$ cat config.mk
export PLATFORM = sky130hd
export DESIGN_NAME = flash_host_ctrl
export DESIGN_NICKNAME = d
export VERILOG_FILES = /design/src/hdl/flash_host_pkg.sv /design/src/hdl/flash_host_ctrl.sv /design/src/hdl/cycle_timer.sv
export SDC_FILE = /design/constraint.sdc
export NUM_CORES = 1
export LEC_CHECK = 0
export BUFFER_PORTS_ARGS = -buffer_cell sky130_fd_sc_hd__buf_4
export CORE_MARGIN = 10
export CORE_UTILIZATION = 35
export CTS_BUF_LIST = sky130_fd_sc_hd__clkbuf_4
export DETAILED_ROUTE_END_ITERATION = 8
export GPL_ROUTABILITY_DRIVEN = 0
export PLACE_DENSITY = 0.55
export SLEW_MARGIN = 0
export SYNTH_ARGS = -nofsm -noshare
export SYNTH_HDL_FRONTEND = slang
export SYNTH_SLANG_ARGS = --single-unit
$ cat constraint.sdc
create_clock -name i_ref_clk -period 2.63 [get_ports i_ref_clk]
set_clock_uncertainty 0.05 [all_clocks]
set_input_delay 0.3945 -clock i_ref_clk [delete_from_list [all_inputs] [get_ports i_ref_clk]]
set_output_delay 0.3945 -clock i_ref_clk [all_outputs]
set_load 0.005 [all_outputs]
$ cat src/hdl/flash_host_pkg.sv
// constants and types for the boot-block flash host controller
//
// Summary of operation
// - during a block erase the host pauses it with the suspend code and restarts it with the resume code.
// - after suspend the host polls the status byte bit 7, toggling chip and output enable for every fresh read.
// - while suspended the host writes read-array and reads only blocks other than the suspended one.
// - after raising the power-down pin the host waits 480 ns before chip enable falls.
// - with output-enable unlock the high voltage stands 480 ns before write enable falls and 480 ns after it rises.
// - the host keeps the programming supply and the pin unlock level until ready status is read back.
// - boot-block program and erase use the normal codes and only while an unlock high voltage is applied.
// - a block erase is the setup code then the confirm code, both at an address inside that block.
`default_nettype none
package flash_host_pkg;
  // ***********************************************
  // command codes
  // ***********************************************
  localparam logic [7:0] CMD_ERASE_SETUP   = 8'h20;
  localparam logic [7:0] CMD_CONFIRM       = 8'hd0;
  localparam logic [7:0] CMD_SUSPEND       = 8'hb0;
  localparam logic [7:0] CMD_READ_ARRAY    = 8'hff;
  localparam logic [7:0] CMD_PROG_SETUP    = 8'h40;
  localparam logic [7:0] CMD_READ_STATUS   = 8'h70;
  // ***********************************************
  // status fields
  // ***********************************************
  localparam int         SR_READY_BIT      = 7;
  localparam int         SR_SUSP_BIT       = 6;
  // ***********************************************
  // timing
  // ***********************************************
  localparam int         CLK_PERIOD_NS     = 40;
  localparam int         PD_RECOVERY_NS    = 480;
  localparam int         HV_SETUP_NS       = 480;
  localparam int         HV_HOLD_NS        = 480;
  localparam int         VPP_SETUP_NS      = 100;
  localparam int         PD_RECOVERY_CYC   = (PD_RECOVERY_NS + CLK_PERIOD_NS - 1) / CLK_PERIOD_NS;
  localparam int         HV_SETUP_CYC      = (HV_SETUP_NS + CLK_PERIOD_NS - 1) / CLK_PERIOD_NS;
  localparam int         HV_HOLD_CYC       = (HV_HOLD_NS + CLK_PERIOD_NS - 1) / CLK_PERIOD_NS;
  localparam int         VPP_SETUP_CYC     = (VPP_SETUP_NS + CLK_PERIOD_NS - 1) / CLK_PERIOD_NS;
  localparam int         TIMER_W           = 8;
  // ***********************************************
  // block map
  // ***********************************************
  localparam logic [1:0] BLK_BOOT          = 2'h0;
  localparam logic [1:0] BLK_PARAM1        = 2'h1;
  localparam logic [1:0] BLK_PARAM2        = 2'h2;
  localparam logic [1:0] BLK_MAIN          = 2'h3;
  // ***********************************************
  // user operations
  // ***********************************************
  typedef enum logic [2:0] {
    OP_ERASE   = 3'h0,
    OP_PROGRAM = 3'h1,
    OP_SUSPEND = 3'h2,
    OP_RESUME  = 3'h3,
    OP_READ    = 3'h4,
    OP_STATUS  = 3'h5
  } op_t;
  // ***********************************************
  // sequencer states, gray along the usual path
  // ***********************************************
  typedef enum logic [3:0] {
    ST_BOOT  = 4'h0,
    ST_IDLE  = 4'h1,
    ST_PREP  = 4'h3,
    ST_W_WE  = 4'h2,
    ST_W_CE  = 4'h6,
    ST_W_REL = 4'h7,
    ST_W_END = 4'h5,
    ST_HOLD  = 4'h4,
    ST_R_EN  = 4'hc,
    ST_R_SMP = 4'hd,
    ST_R_GAP = 4'hf,
    ST_FIN   = 4'he
  } state_t;

  // block index of a 17-bit address, boot block at top or bottom
  function automatic logic [1:0] block_of(input logic [16:0] a, input logic boot_top);
    logic [16:0] m;
    m = boot_top ? ~a : a;
    if (m[16:13] == 4'h0) begin
      block_of = BLK_BOOT;
    end else if (m[16:12] == 5'h02) begin
      block_of = BLK_PARAM1;
    end else if (m[16:12] == 5'h03) begin
      block_of = BLK_PARAM2;
    end else begin
      block_of = BLK_MAIN;
    end
  endfunction : block_of
endpackage : flash_host_pkg
`default_nettype wire

$ cat src/hdl/flash_host_ctrl.sv
// host sequencer driving boot-block flash pins for erase, suspend, resume, program and reads
`default_nettype none
module flash_host_ctrl #(
  parameter int         ACCESS_CYC = 4,
  parameter logic       BOOT_TOP   = 1'b0
) (
  // clock and reset
  input  wire logic        i_ref_clk,
  input  wire logic        i_rst,
  // user command port
  input  wire logic        i_cmd_valid,
  input  wire logic [2:0]  i_cmd_op,
  input  wire logic [16:0] i_cmd_addr,
  input  wire logic [7:0]  i_cmd_data,
  input  wire logic        i_boot_via_oe,
  output logic             o_cmd_ready,
  output logic             o_done,
  output logic             o_err,
  output logic [7:0]       o_rd_data,
  output logic             o_erase_active,
  output logic             o_suspended,
  // flash pins
  output logic [16:0]      o_flash_addr,
  output logic [7:0]       o_flash_dq_out,
  output logic             o_flash_dq_oe,
  input  wire logic [7:0]  i_flash_dq_in,
  output logic             o_flash_ce_n,
  output logic             o_flash_oe_n,
  output logic             o_flash_we_n,
  output logic             o_flash_pd_n,
  output logic             o_flash_pd_hv,
  output logic             o_flash_oe_hv,
  output logic             o_flash_vpp_en
);
  localparam int TW = flash_host_pkg::TIMER_W;

  flash_host_pkg::state_t st_q, st_d;
  flash_host_pkg::op_t    op_q, op_d;
  logic [16:0] addr_q, addr_d;
  logic [7:0]  cmd0_q, cmd0_d, cmd1_q, cmd1_d;
  logic        two_q, two_d, idx_q, idx_d;
  logic        poll_q, poll_d, rd_q, rd_d, unl_q, unl_d, via_oe_q, via_oe_d;
  logic        ers_q, ers_d, susp_q, susp_d, ers_boot_q, ers_boot_d;
  logic [1:0]  blk_q, blk_d;
  logic        ce_n_q, ce_n_d, oe_n_q, oe_n_d, we_n_q, we_n_d;
  logic        pd_n_q, pd_n_d, pd_hv_q, pd_hv_d, oe_hv_q, oe_hv_d, vpp_q, vpp_d;
  logic [7:0]  dq_q, dq_d, rdat_q, rdat_d;
  logic        dq_oe_q, dq_oe_d, done_q, done_d, err_q, err_d;
  logic        tmr_load, tmr_done;
  logic [TW-1:0] tmr_val;
  logic [1:0]  cblk;

  cycle_timer #(.W(TW)) u_timer (
    .i_ref_clk (i_ref_clk),
    .i_rst     (i_rst),
    .i_load    (tmr_load),
    .i_count   (tmr_val),
    .o_done    (tmr_done)
  );

  // ***********************************************
  // sequencer
  // ***********************************************
  always_comb begin
    st_d = st_q; op_d = op_q; addr_d = addr_q; cmd0_d = cmd0_q; cmd1_d = cmd1_q;
    two_d = two_q; idx_d = idx_q; poll_d = poll_q; rd_d = rd_q; unl_d = unl_q; via_oe_d = via_oe_q;
    ers_d = ers_q; susp_d = susp_q; ers_boot_d = ers_boot_q; blk_d = blk_q;
    ce_n_d = ce_n_q; oe_n_d = oe_n_q; we_n_d = we_n_q; pd_n_d = pd_n_q; pd_hv_d = pd_hv_q;
    oe_hv_d = oe_hv_q; vpp_d = vpp_q; dq_d = dq_q; rdat_d = rdat_q; dq_oe_d = dq_oe_q;
    done_d = 1'b0; err_d = 1'b0; tmr_load = 1'b0; tmr_val = '0;
    cblk = flash_host_pkg::block_of(i_cmd_addr, BOOT_TOP);
    case (st_q)
      flash_host_pkg::ST_BOOT: begin
        pd_n_d = 1'b1;
        if (!pd_n_q) begin
          tmr_load = 1'b1;
          tmr_val  = TW'(flash_host_pkg::PD_RECOVERY_CYC);
        end else if (tmr_done) begin
          st_d = flash_host_pkg::ST_IDLE;
        end
      end
      flash_host_pkg::ST_IDLE: begin
        if (i_cmd_valid) begin
          op_d = flash_host_pkg::op_t'(i_cmd_op); addr_d = i_cmd_addr; idx_d = 1'b0;
          two_d = 1'b1; poll_d = 1'b0; rd_d = 1'b0; unl_d = 1'b0; via_oe_d = i_boot_via_oe;
          st_d = flash_host_pkg::ST_PREP;
          case (i_cmd_op)
            flash_host_pkg::OP_ERASE: begin
              cmd0_d = flash_host_pkg::CMD_ERASE_SETUP;
              cmd1_d = flash_host_pkg::CMD_CONFIRM;
              unl_d = (cblk == flash_host_pkg::BLK_BOOT);
              if (ers_q) begin
                err_d = 1'b1;
                st_d = flash_host_pkg::ST_IDLE;
              end
            end
            flash_host_pkg::OP_PROGRAM: begin
              cmd0_d = flash_host_pkg::CMD_PROG_SETUP; cmd1_d = i_cmd_data; poll_d = 1'b1;
              unl_d = (cblk == flash_host_pkg::BLK_BOOT);
              if ((ers_q && !susp_q) || (susp_q && cblk == blk_q)) begin
                err_d = 1'b1;
                st_d = flash_host_pkg::ST_IDLE;
              end
            end
            flash_host_pkg::OP_SUSPEND: begin
              cmd0_d = flash_host_pkg::CMD_SUSPEND; two_d = 1'b0; poll_d = 1'b1;
              if (!ers_q || susp_q) begin
                err_d = 1'b1;
                st_d = flash_host_pkg::ST_IDLE;
              end
            end
            flash_host_pkg::OP_RESUME: begin
              cmd0_d = flash_host_pkg::CMD_READ_STATUS; cmd1_d = flash_host_pkg::CMD_CONFIRM;
              unl_d = ers_boot_q;
              if (!susp_q) begin
                err_d = 1'b1;
                st_d = flash_host_pkg::ST_IDLE;
              end
            end
            flash_host_pkg::OP_READ: begin
              cmd0_d = flash_host_pkg::CMD_READ_ARRAY; two_d = 1'b0; rd_d = 1'b1;
              if (ers_q && !susp_q || susp_q && cblk == blk_q) begin
                err_d = 1'b1;
                st_d = flash_host_pkg::ST_IDLE;
              end
            end
            flash_host_pkg::OP_STATUS: begin
              cmd0_d = flash_host_pkg::CMD_READ_STATUS; two_d = 1'b0; rd_d = 1'b1;
            end
            default: begin
              err_d = 1'b1;
              st_d = flash_host_pkg::ST_IDLE;
            end
          endcase
        end
      end
      flash_host_pkg::ST_PREP: begin
        tmr_load = 1'b1;
        tmr_val  = unl_q ? TW'(flash_host_pkg::HV_SETUP_CYC) : TW'(flash_host_pkg::VPP_SETUP_CYC);
        if (op_q == flash_host_pkg::OP_ERASE || op_q == flash_host_pkg::OP_PROGRAM) begin
          vpp_d = 1'b1;
        end
        if (unl_q && !via_oe_q) begin
          pd_hv_d = 1'b1;
        end
        if (unl_q && via_oe_q) begin
          oe_hv_d = 1'b1;
        end
        st_d = flash_host_pkg::ST_W_WE;
      end
      flash_host_pkg::ST_W_WE: begin
        if (tmr_done) begin
          we_n_d = 1'b0; dq_oe_d = 1'b1;
          dq_d = idx_q ? cmd1_q : cmd0_q;
          st_d = flash_host_pkg::ST_W_CE;
        end
      end
      flash_host_pkg::ST_W_CE: begin
        ce_n_d = 1'b0;
        st_d = flash_host_pkg::ST_W_REL;
      end
      flash_host_pkg::ST_W_REL: begin
        ce_n_d = 1'b1; // latch edge while write enable stays low
        st_d = flash_host_pkg::ST_W_END;
      end
      flash_host_pkg::ST_W_END: begin
        we_n_d = 1'b1; dq_oe_d = 1'b0;
        if (two_q && !idx_q) begin
          idx_d = 1'b1;
          st_d = flash_host_pkg::ST_W_WE;
        end else begin
          tmr_load = 1'b1;
          tmr_val  = TW'(flash_host_pkg::HV_HOLD_CYC);
          st_d = flash_host_pkg::ST_HOLD;
          if (op_q == flash_host_pkg::OP_ERASE) begin
            ers_d = 1'b1; ers_boot_d = unl_q; blk_d = flash_host_pkg::block_of(addr_q, BOOT_TOP);
          end
          if (op_q == flash_host_pkg::OP_RESUME) begin
            susp_d = 1'b0;
          end
        end
      end
      flash_host_pkg::ST_HOLD: begin
        if (tmr_done || !oe_hv_q) begin
          oe_hv_d = 1'b0;
          st_d = (poll_q || rd_q) ? flash_host_pkg::ST_R_EN : flash_host_pkg::ST_FIN;
        end
      end
      flash_host_pkg::ST_R_EN: begin
        ce_n_d = 1'b0; oe_n_d = 1'b0;
        if (ce_n_q) begin
          tmr_load = 1'b1;
          tmr_val  = TW'(ACCESS_CYC);
        end else if (tmr_done) begin
          st_d = flash_host_pkg::ST_R_SMP;
        end
      end
      flash_host_pkg::ST_R_SMP: begin
        rdat_d = i_flash_dq_in; ce_n_d = 1'b1; oe_n_d = 1'b1;
        st_d = flash_host_pkg::ST_R_GAP;
      end
      flash_host_pkg::ST_R_GAP: begin
        if (poll_q && !rdat_q[flash_host_pkg::SR_READY_BIT]) begin
          st_d = flash_host_pkg::ST_R_EN;
        end else begin
          st_d = flash_host_pkg::ST_FIN;
        end
      end
      flash_host_pkg::ST_FIN: begin
        done_d = 1'b1;
        st_d = flash_host_pkg::ST_IDLE;
        if (op_q == flash_host_pkg::OP_SUSPEND) begin
          susp_d = rdat_q[flash_host_pkg::SR_SUSP_BIT];
          ers_d  = rdat_q[flash_host_pkg::SR_SUSP_BIT];
        end
        if (op_q == flash_host_pkg::OP_STATUS && rdat_q[flash_host_pkg::SR_READY_BIT] &&
            !rdat_q[flash_host_pkg::SR_SUSP_BIT]) begin
          ers_d = 1'b0;
        end
        if (op_q == flash_host_pkg::OP_PROGRAM || !ers_d) begin
          vpp_d = ers_d;
          pd_hv_d = ers_d && ers_boot_q && !via_oe_q;
        end
      end
      default: begin
        st_d = flash_host_pkg::ST_BOOT;
      end
    endcase
  end

  always_ff @(posedge i_ref_clk or posedge i_rst) begin
    if (i_rst) begin
      st_q <= flash_host_pkg::ST_BOOT; op_q <= flash_host_pkg::OP_STATUS; addr_q <= '0;
      cmd0_q <= 8'h00; cmd1_q <= 8'h00; two_q <= 1'b0; idx_q <= 1'b0; poll_q <= 1'b0;
      rd_q <= 1'b0; unl_q <= 1'b0; via_oe_q <= 1'b0; ers_q <= 1'b0; susp_q <= 1'b0;
      ers_boot_q <= 1'b0; blk_q <= 2'h0; ce_n_q <= 1'b1; oe_n_q <= 1'b1; we_n_q <= 1'b1;
      pd_n_q <= 1'b0; pd_hv_q <= 1'b0; oe_hv_q <= 1'b0; vpp_q <= 1'b0; dq_q <= 8'h00;
      rdat_q <= 8'h00; dq_oe_q <= 1'b0; done_q <= 1'b0; err_q <= 1'b0;
    end else begin
      st_q <= st_d; op_q <= op_d; addr_q <= addr_d; cmd0_q <= cmd0_d; cmd1_q <= cmd1_d;
      two_q <= two_d; idx_q <= idx_d; poll_q <= poll_d; rd_q <= rd_d; unl_q <= unl_d;
      via_oe_q <= via_oe_d; ers_q <= ers_d; susp_q <= susp_d; ers_boot_q <= ers_boot_d;
      blk_q <= blk_d; ce_n_q <= ce_n_d; oe_n_q <= oe_n_d; we_n_q <= we_n_d; pd_n_q <= pd_n_d;
      pd_hv_q <= pd_hv_d; oe_hv_q <= oe_hv_d; vpp_q <= vpp_d; dq_q <= dq_d; rdat_q <= rdat_d;
      dq_oe_q <= dq_oe_d; done_q <= done_d; err_q <= err_d;
    end
  end

  assign o_cmd_ready    = (st_q == flash_host_pkg::ST_IDLE);
  assign o_done         = done_q;
  assign o_err          = err_q;
  assign o_rd_data      = rdat_q;
  assign o_erase_active = ers_q;
  assign o_suspended    = susp_q;
  assign o_flash_addr   = addr_q;
  assign o_flash_dq_out = dq_q;
  assign o_flash_dq_oe  = dq_oe_q;
  assign o_flash_ce_n   = ce_n_q;
  assign o_flash_oe_n   = oe_n_q;
  assign o_flash_we_n   = we_n_q;
  assign o_flash_pd_n   = pd_n_q;
  assign o_flash_pd_hv  = pd_hv_q;
  assign o_flash_oe_hv  = oe_hv_q;
  assign o_flash_vpp_en = vpp_q;

  // ***********************************************
  // checks
  // ***********************************************
  logic [7:0] pd_cnt_q, hv_cnt_q, wehi_cnt_q, last_wr_q;
  logic       latch, ready_seen_q, ce_prev_q;
  // rising chip enable with write enable low, the device's latch edge
  assign latch = ce_n_q && !ce_prev_q && !we_n_q;
  always_ff @(posedge i_ref_clk or posedge i_rst) begin
    if (i_rst) begin
      pd_cnt_q <= 8'h00; hv_cnt_q <= 8'h00; wehi_cnt_q <= 8'h00; last_wr_q <= 8'h00; ready_seen_q <= 1'b0;
      ce_prev_q <= 1'b1;
    end else begin
      ce_prev_q  <= ce_n_q;
      pd_cnt_q   <= !pd_n_q ? 8'h00 : (pd_cnt_q == 8'hff ? pd_cnt_q : pd_cnt_q + 8'h01);
      hv_cnt_q   <= !oe_hv_q ? 8'h00 : (hv_cnt_q == 8'hff ? hv_cnt_q : hv_cnt_q + 8'h01);
      wehi_cnt_q <= !we_n_q ? 8'h00 : (wehi_cnt_q == 8'hff ? wehi_cnt_q : wehi_cnt_q + 8'h01);
      if (latch) begin
        last_wr_q <= dq_q;
      end
      if (st_q == flash_host_pkg::ST_R_GAP && rdat_q[flash_host_pkg::SR_READY_BIT]) begin
        ready_seen_q <= 1'b1;
      end else if (st_q == flash_host_pkg::ST_PREP) begin
        ready_seen_q <= 1'b0;
      end
    end
  end

  pd_recovery_a: assert property (@(posedge i_ref_clk) disable iff (i_rst)
    $fell(ce_n_q) |-> pd_cnt_q >= 8'(flash_host_pkg::PD_RECOVERY_CYC))
    else $error("chip enable fell too soon after power-down release");
  oe_hv_setup_a: assert property (@(posedge i_ref_clk) disable iff (i_rst)
    $fell(we_n_q) && oe_hv_q |-> hv_cnt_q >= 8'(flash_host_pkg::HV_SETUP_CYC))
    else $error("output enable high voltage setup too short");
  oe_hv_hold_a: assert property (@(posedge i_ref_clk) disable iff (i_rst)
    $fell(oe_hv_q) |-> $past(wehi_cnt_q) >= 8'(flash_host_pkg::HV_HOLD_CYC))
    else $error("output enable high voltage hold too short");
  suspend_erase_a: assert property (@(posedge i_ref_clk) disable iff (i_rst)
    latch && !idx_q && dq_q == flash_host_pkg::CMD_SUSPEND |-> ers_q && !susp_q)
    else $error("suspend written with no running erase");
  poll_toggle_a: assert property (@(posedge i_ref_clk) disable iff (i_rst)
    $rose(oe_n_q) |-> ce_n_q ##1 oe_n_q && ce_n_q)
    else $error("status poll without enable toggle");
  read_other_a: assert property (@(posedge i_ref_clk) disable iff (i_rst)
    $fell(oe_n_q) && susp_q && op_q == flash_host_pkg::OP_READ |->
      flash_host_pkg::block_of(addr_q, BOOT_TOP) != blk_q)
    else $error("read from suspended block");
  vpp_hold_a: assert property (@(posedge i_ref_clk) disable iff (i_rst)
    $fell(vpp_q) || $fell(pd_hv_q) |-> ready_seen_q)
    else $error("supply dropped before ready status");
  boot_unlock_a: assert property (@(posedge i_ref_clk) disable iff (i_rst)
    latch && vpp_q && (op_q == flash_host_pkg::OP_ERASE || op_q == flash_host_pkg::OP_PROGRAM) &&
      flash_host_pkg::block_of(addr_q, BOOT_TOP) == flash_host_pkg::BLK_BOOT |->
      pd_hv_q || oe_hv_q)
    else $error("boot block written while locked");
  erase_pair_a: assert property (@(posedge i_ref_clk) disable iff (i_rst)
    latch && op_q != flash_host_pkg::OP_PROGRAM && dq_q == flash_host_pkg::CMD_CONFIRM |->
      last_wr_q == flash_host_pkg::CMD_ERASE_SETUP || last_wr_q == flash_host_pkg::CMD_READ_STATUS)
    else $error("confirm without setup or status mode");
  no_susp_write_a: assert property (@(posedge i_ref_clk) disable iff (i_rst)
    latch && susp_q && (dq_q == flash_host_pkg::CMD_ERASE_SETUP || dq_q == flash_host_pkg::CMD_PROG_SETUP) |->
      flash_host_pkg::block_of(addr_q, BOOT_TOP) != blk_q)
    else $error("program or erase aimed at suspended block");
endmodule : flash_host_ctrl
`default_nettype wire

$ cat src/hdl/cycle_timer.sv
// down-counting delay timer with load and expiry flag
`default_nettype none
module cycle_timer #(
  parameter int W = 8
) (
  // clock and reset
  input  wire logic         i_ref_clk,
  input  wire logic         i_rst,
  // control
  input  wire logic         i_load,
  input  wire logic [W-1:0] i_count,
  // status
  output logic              o_done
);
  logic [W-1:0] cnt_q;
  logic [W-1:0] cnt_d;

  always_comb begin
    cnt_d = cnt_q;
    if (i_load) begin
      cnt_d = i_count;
    end else if (cnt_q != '0) begin
      cnt_d = cnt_q - 1'b1;
    end
  end

  always_ff @(posedge i_ref_clk or posedge i_rst) begin
    if (i_rst) begin
      cnt_q <= '0;
    end else begin
      cnt_q <= cnt_d;
    end
  end

  assign o_done = (cnt_q == '0) && !i_load;
endmodule : cycle_timer
`default_nettype wire

==> flow_metrics.py <==
metrics = {
    "sta": {
        "drv_slew": 0,
        "tightest_slew_ns": 0.745,
        "hold_violations": 0,
        "rsz0062_at_grt": "no",
        "holdWs_ns": 0.124,
        "max_freq_ghz": 0.411,
        "finalCritPeriodShare_pct": 92.4,
        "fin_setup_tns_ns": 0,
        "min_period_ns": 2.43,
        "slew_headroom_pct": 49.7,
        "setup_viol": 0,
    },
    "worst_setup_path": {
        "end_kind": "primary output",
        "regToRegSetupSlack_ns": 0.49,
        "cp_data_arrival_time_ns": 1.99,
        "crit_fanout": 12,
        "regToRegEndpoint": "st_q[3]$_DFFE_PP0P_",
        "worstRegToRegCells": 7,
        "path_class": "register to primary output",
        "start_kind": "register",
        "timing.rr.start": "u_timer.cnt_q[0]$_DFFE_PP0N_",
        "crit_start": "st_q[3]$_DFFE_PP0P_",
        "cp_data_required_time_ns": 2.19,
    },
    "flow_run": {
        "cap_violations": 0,
    },
    "placement": {
        "dp.cells": 570,
        "port_buffers": 85,
        "dp_hpwl_um": 7090,
    },
    "global_routing": {
        "overflow": 0,
        "gr-max-usage-layer": "met2",
        "grt_max_degree": 42,
        "use_met2_pct": 19.5,
        "use_met1_pct": 15.1,
        "grt_use_met3_pct": 3.97,
        "antenna_found_initial": 1,
        "grt_first_pass_wirelength_um": 15800,
        "grt_usage_pct": 12.0,
        "grt_pass1_vias": 3028,
    },
    "synthesis": {
        "synth.yosys.warnings": 0,
        "synthArstFlopShare_pct": 100,
        "synth_area_per_cell_um2": 10.9,
        "synth_edf_count": 0,
        "ys_seq_area_share_pct": 53.1,
        "syn-num-nets": 396,
        "postSynthCellCount": 355,
        "synth_area_mm2": 0.00388,
        "synth_cell_types": 64,
        "synth_seq_cells": 82,
        "synthFlopType": "dfrtp_1",
    },
    "layout": {
        "syn_to_final_growth_pct": 24.0,
        "fillCellCount": 1077,
        "multi_input_area_mm2": 0.00170,
        "drive_above_1_share_pct": 34.2,
        "nNetsFinal": 483,
        "utilization_pct": 44.4,
        "final_cell_count_no_fill": 588,
        "regArea_mm2": 0.00206,
    },
    "floorplanning": {
        "die_area_mm2": 0.0157,
        "die_width_um": 125,
        "die_y_um": 125,
        "io_pins": 86,
        "initial_utilization_pct": 35.8,
        "core_mm2": 0.0108,
        "rows": 38,
    },
    "pwr": {
        "p_leak_nw": 2.18,
        "power_mw": 5.15,
        "peakVddDrop_uv": 448,
        "powerDensity_mw_per_mm2": 1070,
    },
    "detailed_routing": {
        "first_iter_violations": 130,
        "route.detailed.drc": 0,
        "vias": 2968,
        "routedWlPerCell_um": 15.9,
        "routed_via_density": 5.05,
        "drtAntennaViolNets": 0,
        "drt_wl_total_um": 9370,
        "drt_pass1_iterations": 5,
    },
    "clock_tree": {
        "numCtsBuffers": 9,
        "cts_tree": "done",
        "htreeDepth": 3,
        "clock_sinks": 82,
        "cts_setup_buffers": 0,
        "cts_root_buf": "clkbuf_4",
        "clock_latency_ns": 0.42,
        "path_clk_slew_ns": 0.15,
        "clock_path_buffers": 2,
    },
    "hold_path": {
        "whs_endpoint": "cmd1_q[1]$_DFFE_PP0P_",
        "hold_path_class": "primary input to register",
        "hp-start": "i_cmd_data[1]",
        "whs_path_depth": 2,
    },
    "outcome": {
        "status": "finished, final reports clean",
    },
}
## worst max path at each step
stage                                   to  slack, ns  depth (start not counted)
floorplan             blk_q[0]$_DFFE_PP0P_       0.09                          1
global route                   o_cmd_ready       0.10                          4
detailed placement     st_q[3]$_DFFE_PP0P_       0.51                          7
finish                         o_cmd_ready       0.20                          4
global placement    ers_boot_q$_DFFE_PP0P_       0.58                          4
CTS                            o_cmd_ready       0.17                          4
## layout make-up
cell class / count / area share, %
Clock inverter: 7 / 1.07
Clock buffer: 9 / 1.41
Tap cell: 140 / 3.64
Inverter: 10 / 0.807
Antenna cell: 1 / 0.0520
Sequential cell: 82 / 42.8
Timing Repair Buffer: 93 / 14.8
Multi-Input combinational cell: 246 / 35.4
## metal layers
| layer | share of wire [%] | vias up |
|---|---|---|
| met5 | 0 | - |
| li1 | - | 1461 |
| met3 | 4.9 | 7 |
| met4 | 0.85 | 0 |
| met2 | 48 | 60 |
| met1 | 46 | 1440 |
## cells in the mapped netlist (2+ instances only)
cell      count  area share (%)
a31oi_1       5            0.81
nor3_1        6            0.77
mux2_2       24             7.0
and3_1        2            0.32
a211oi_2      2            0.65
a21oi_1      23             3.0
a211oi_1      2            0.39
nor2_1       17             1.6
a22o_1        9             2.0
a221o_1       2            0.52
nor3b_1       2            0.39
a21o_1        4            0.77
xnor2_1       3            0.68
xor2_1        2            0.45
dfrtp_1      77              50
inv_1        10            0.97
nand3b_1      2            0.39
or3_1         3            0.48
o22a_1        4            0.90
nand2_1      35             3.4
nor2b_1       7             1.1
mux2i_1       6             1.5
nand3_1       9             1.2
o211ai_1      2            0.39
nand3_2       2            0.52
dfstp_2       5             3.4
buf_2         7            0.90
nor4b_1       2            0.45
a21boi_0      2            0.39
o31ai_1       7             1.4
clkbuf_1      8            0.77
mux2_1        6             1.7
o21ai_1       4            0.52
o21ai_0      18             2.3
nand2b_1      7             1.1
## registers in the layout, indices dropped and copies added, names as in the netlist, 2 cells and up
name / flops
op_q: 3
o_flash_dq_out: 8
cmd1_q: 8
o_flash_addr: 17
cmd0_q: 5
o_rd_data: 8
u_timer.cnt_q: 8
st_q: 4
blk_q: 2
## report_power, final
part / internal [mW] / switching (mW) / leakage, nW
sequential: 1.84 / 0.517 / 1.01
clock: 0.201 / 0.465 / 0.0631
combinational: 1.18 / 0.947 / 1.11
## metrics by stage
step           area [um2]  setup WS, ns
6_report             4810         0.200
5_1_grt              4810         0.101
4_1_cts              4810         0.168
3_5_place_dp         4680         0.506
3_3_place_gp         4680         0.576
2_1_floorplan        3880        0.0853
## logic make-up after synthesis
kind of cell | share of synthesized area [%]
AND/OR/NAND/NOR | 14.7
AO/OA/AOI/OAI | 17.1
adder cells (fa/ha/maj) | 0.323
XOR/XNOR | 1.13
multiplexers | 10.6
flip-flops | 53.1
buffers and inverters | 3.03
## cells in the final DEF, fill, tap and decap left out, drive strengths merged, types with 4 or more instances in the layout
cell and instances:
a21oi 23, a22o 9, dfrtp 77, o22a 4
nand2b 7, mux2 31, buf 92, nor3 6
o31ai 7, nor2b 7, nand2 36, a21o 4
nor2 19, mux2i 6, a31oi 5, a211oi 4
clkbuf 9, nand3 11, o21ai 22, dfstp 5
inv 12
## worst max-delay path: stages, from the launching register on
cell     delay, ns
dfrtp_1       0.54
buf_4         0.24
or4b_4        0.54
inv_1         0.12
buf_4         0.13
## timing repair
| item | in CTS | in global routing |
|---|---|---|
| hold buffers | 1 | 0 |
| hold endpoints to repair | 8 | 0 |
| resized for setup | 0 | 0 |
| endpoints found under the setup margin | 0 | 0 |
No activity file was read; power rests on OpenSTA's default activity.
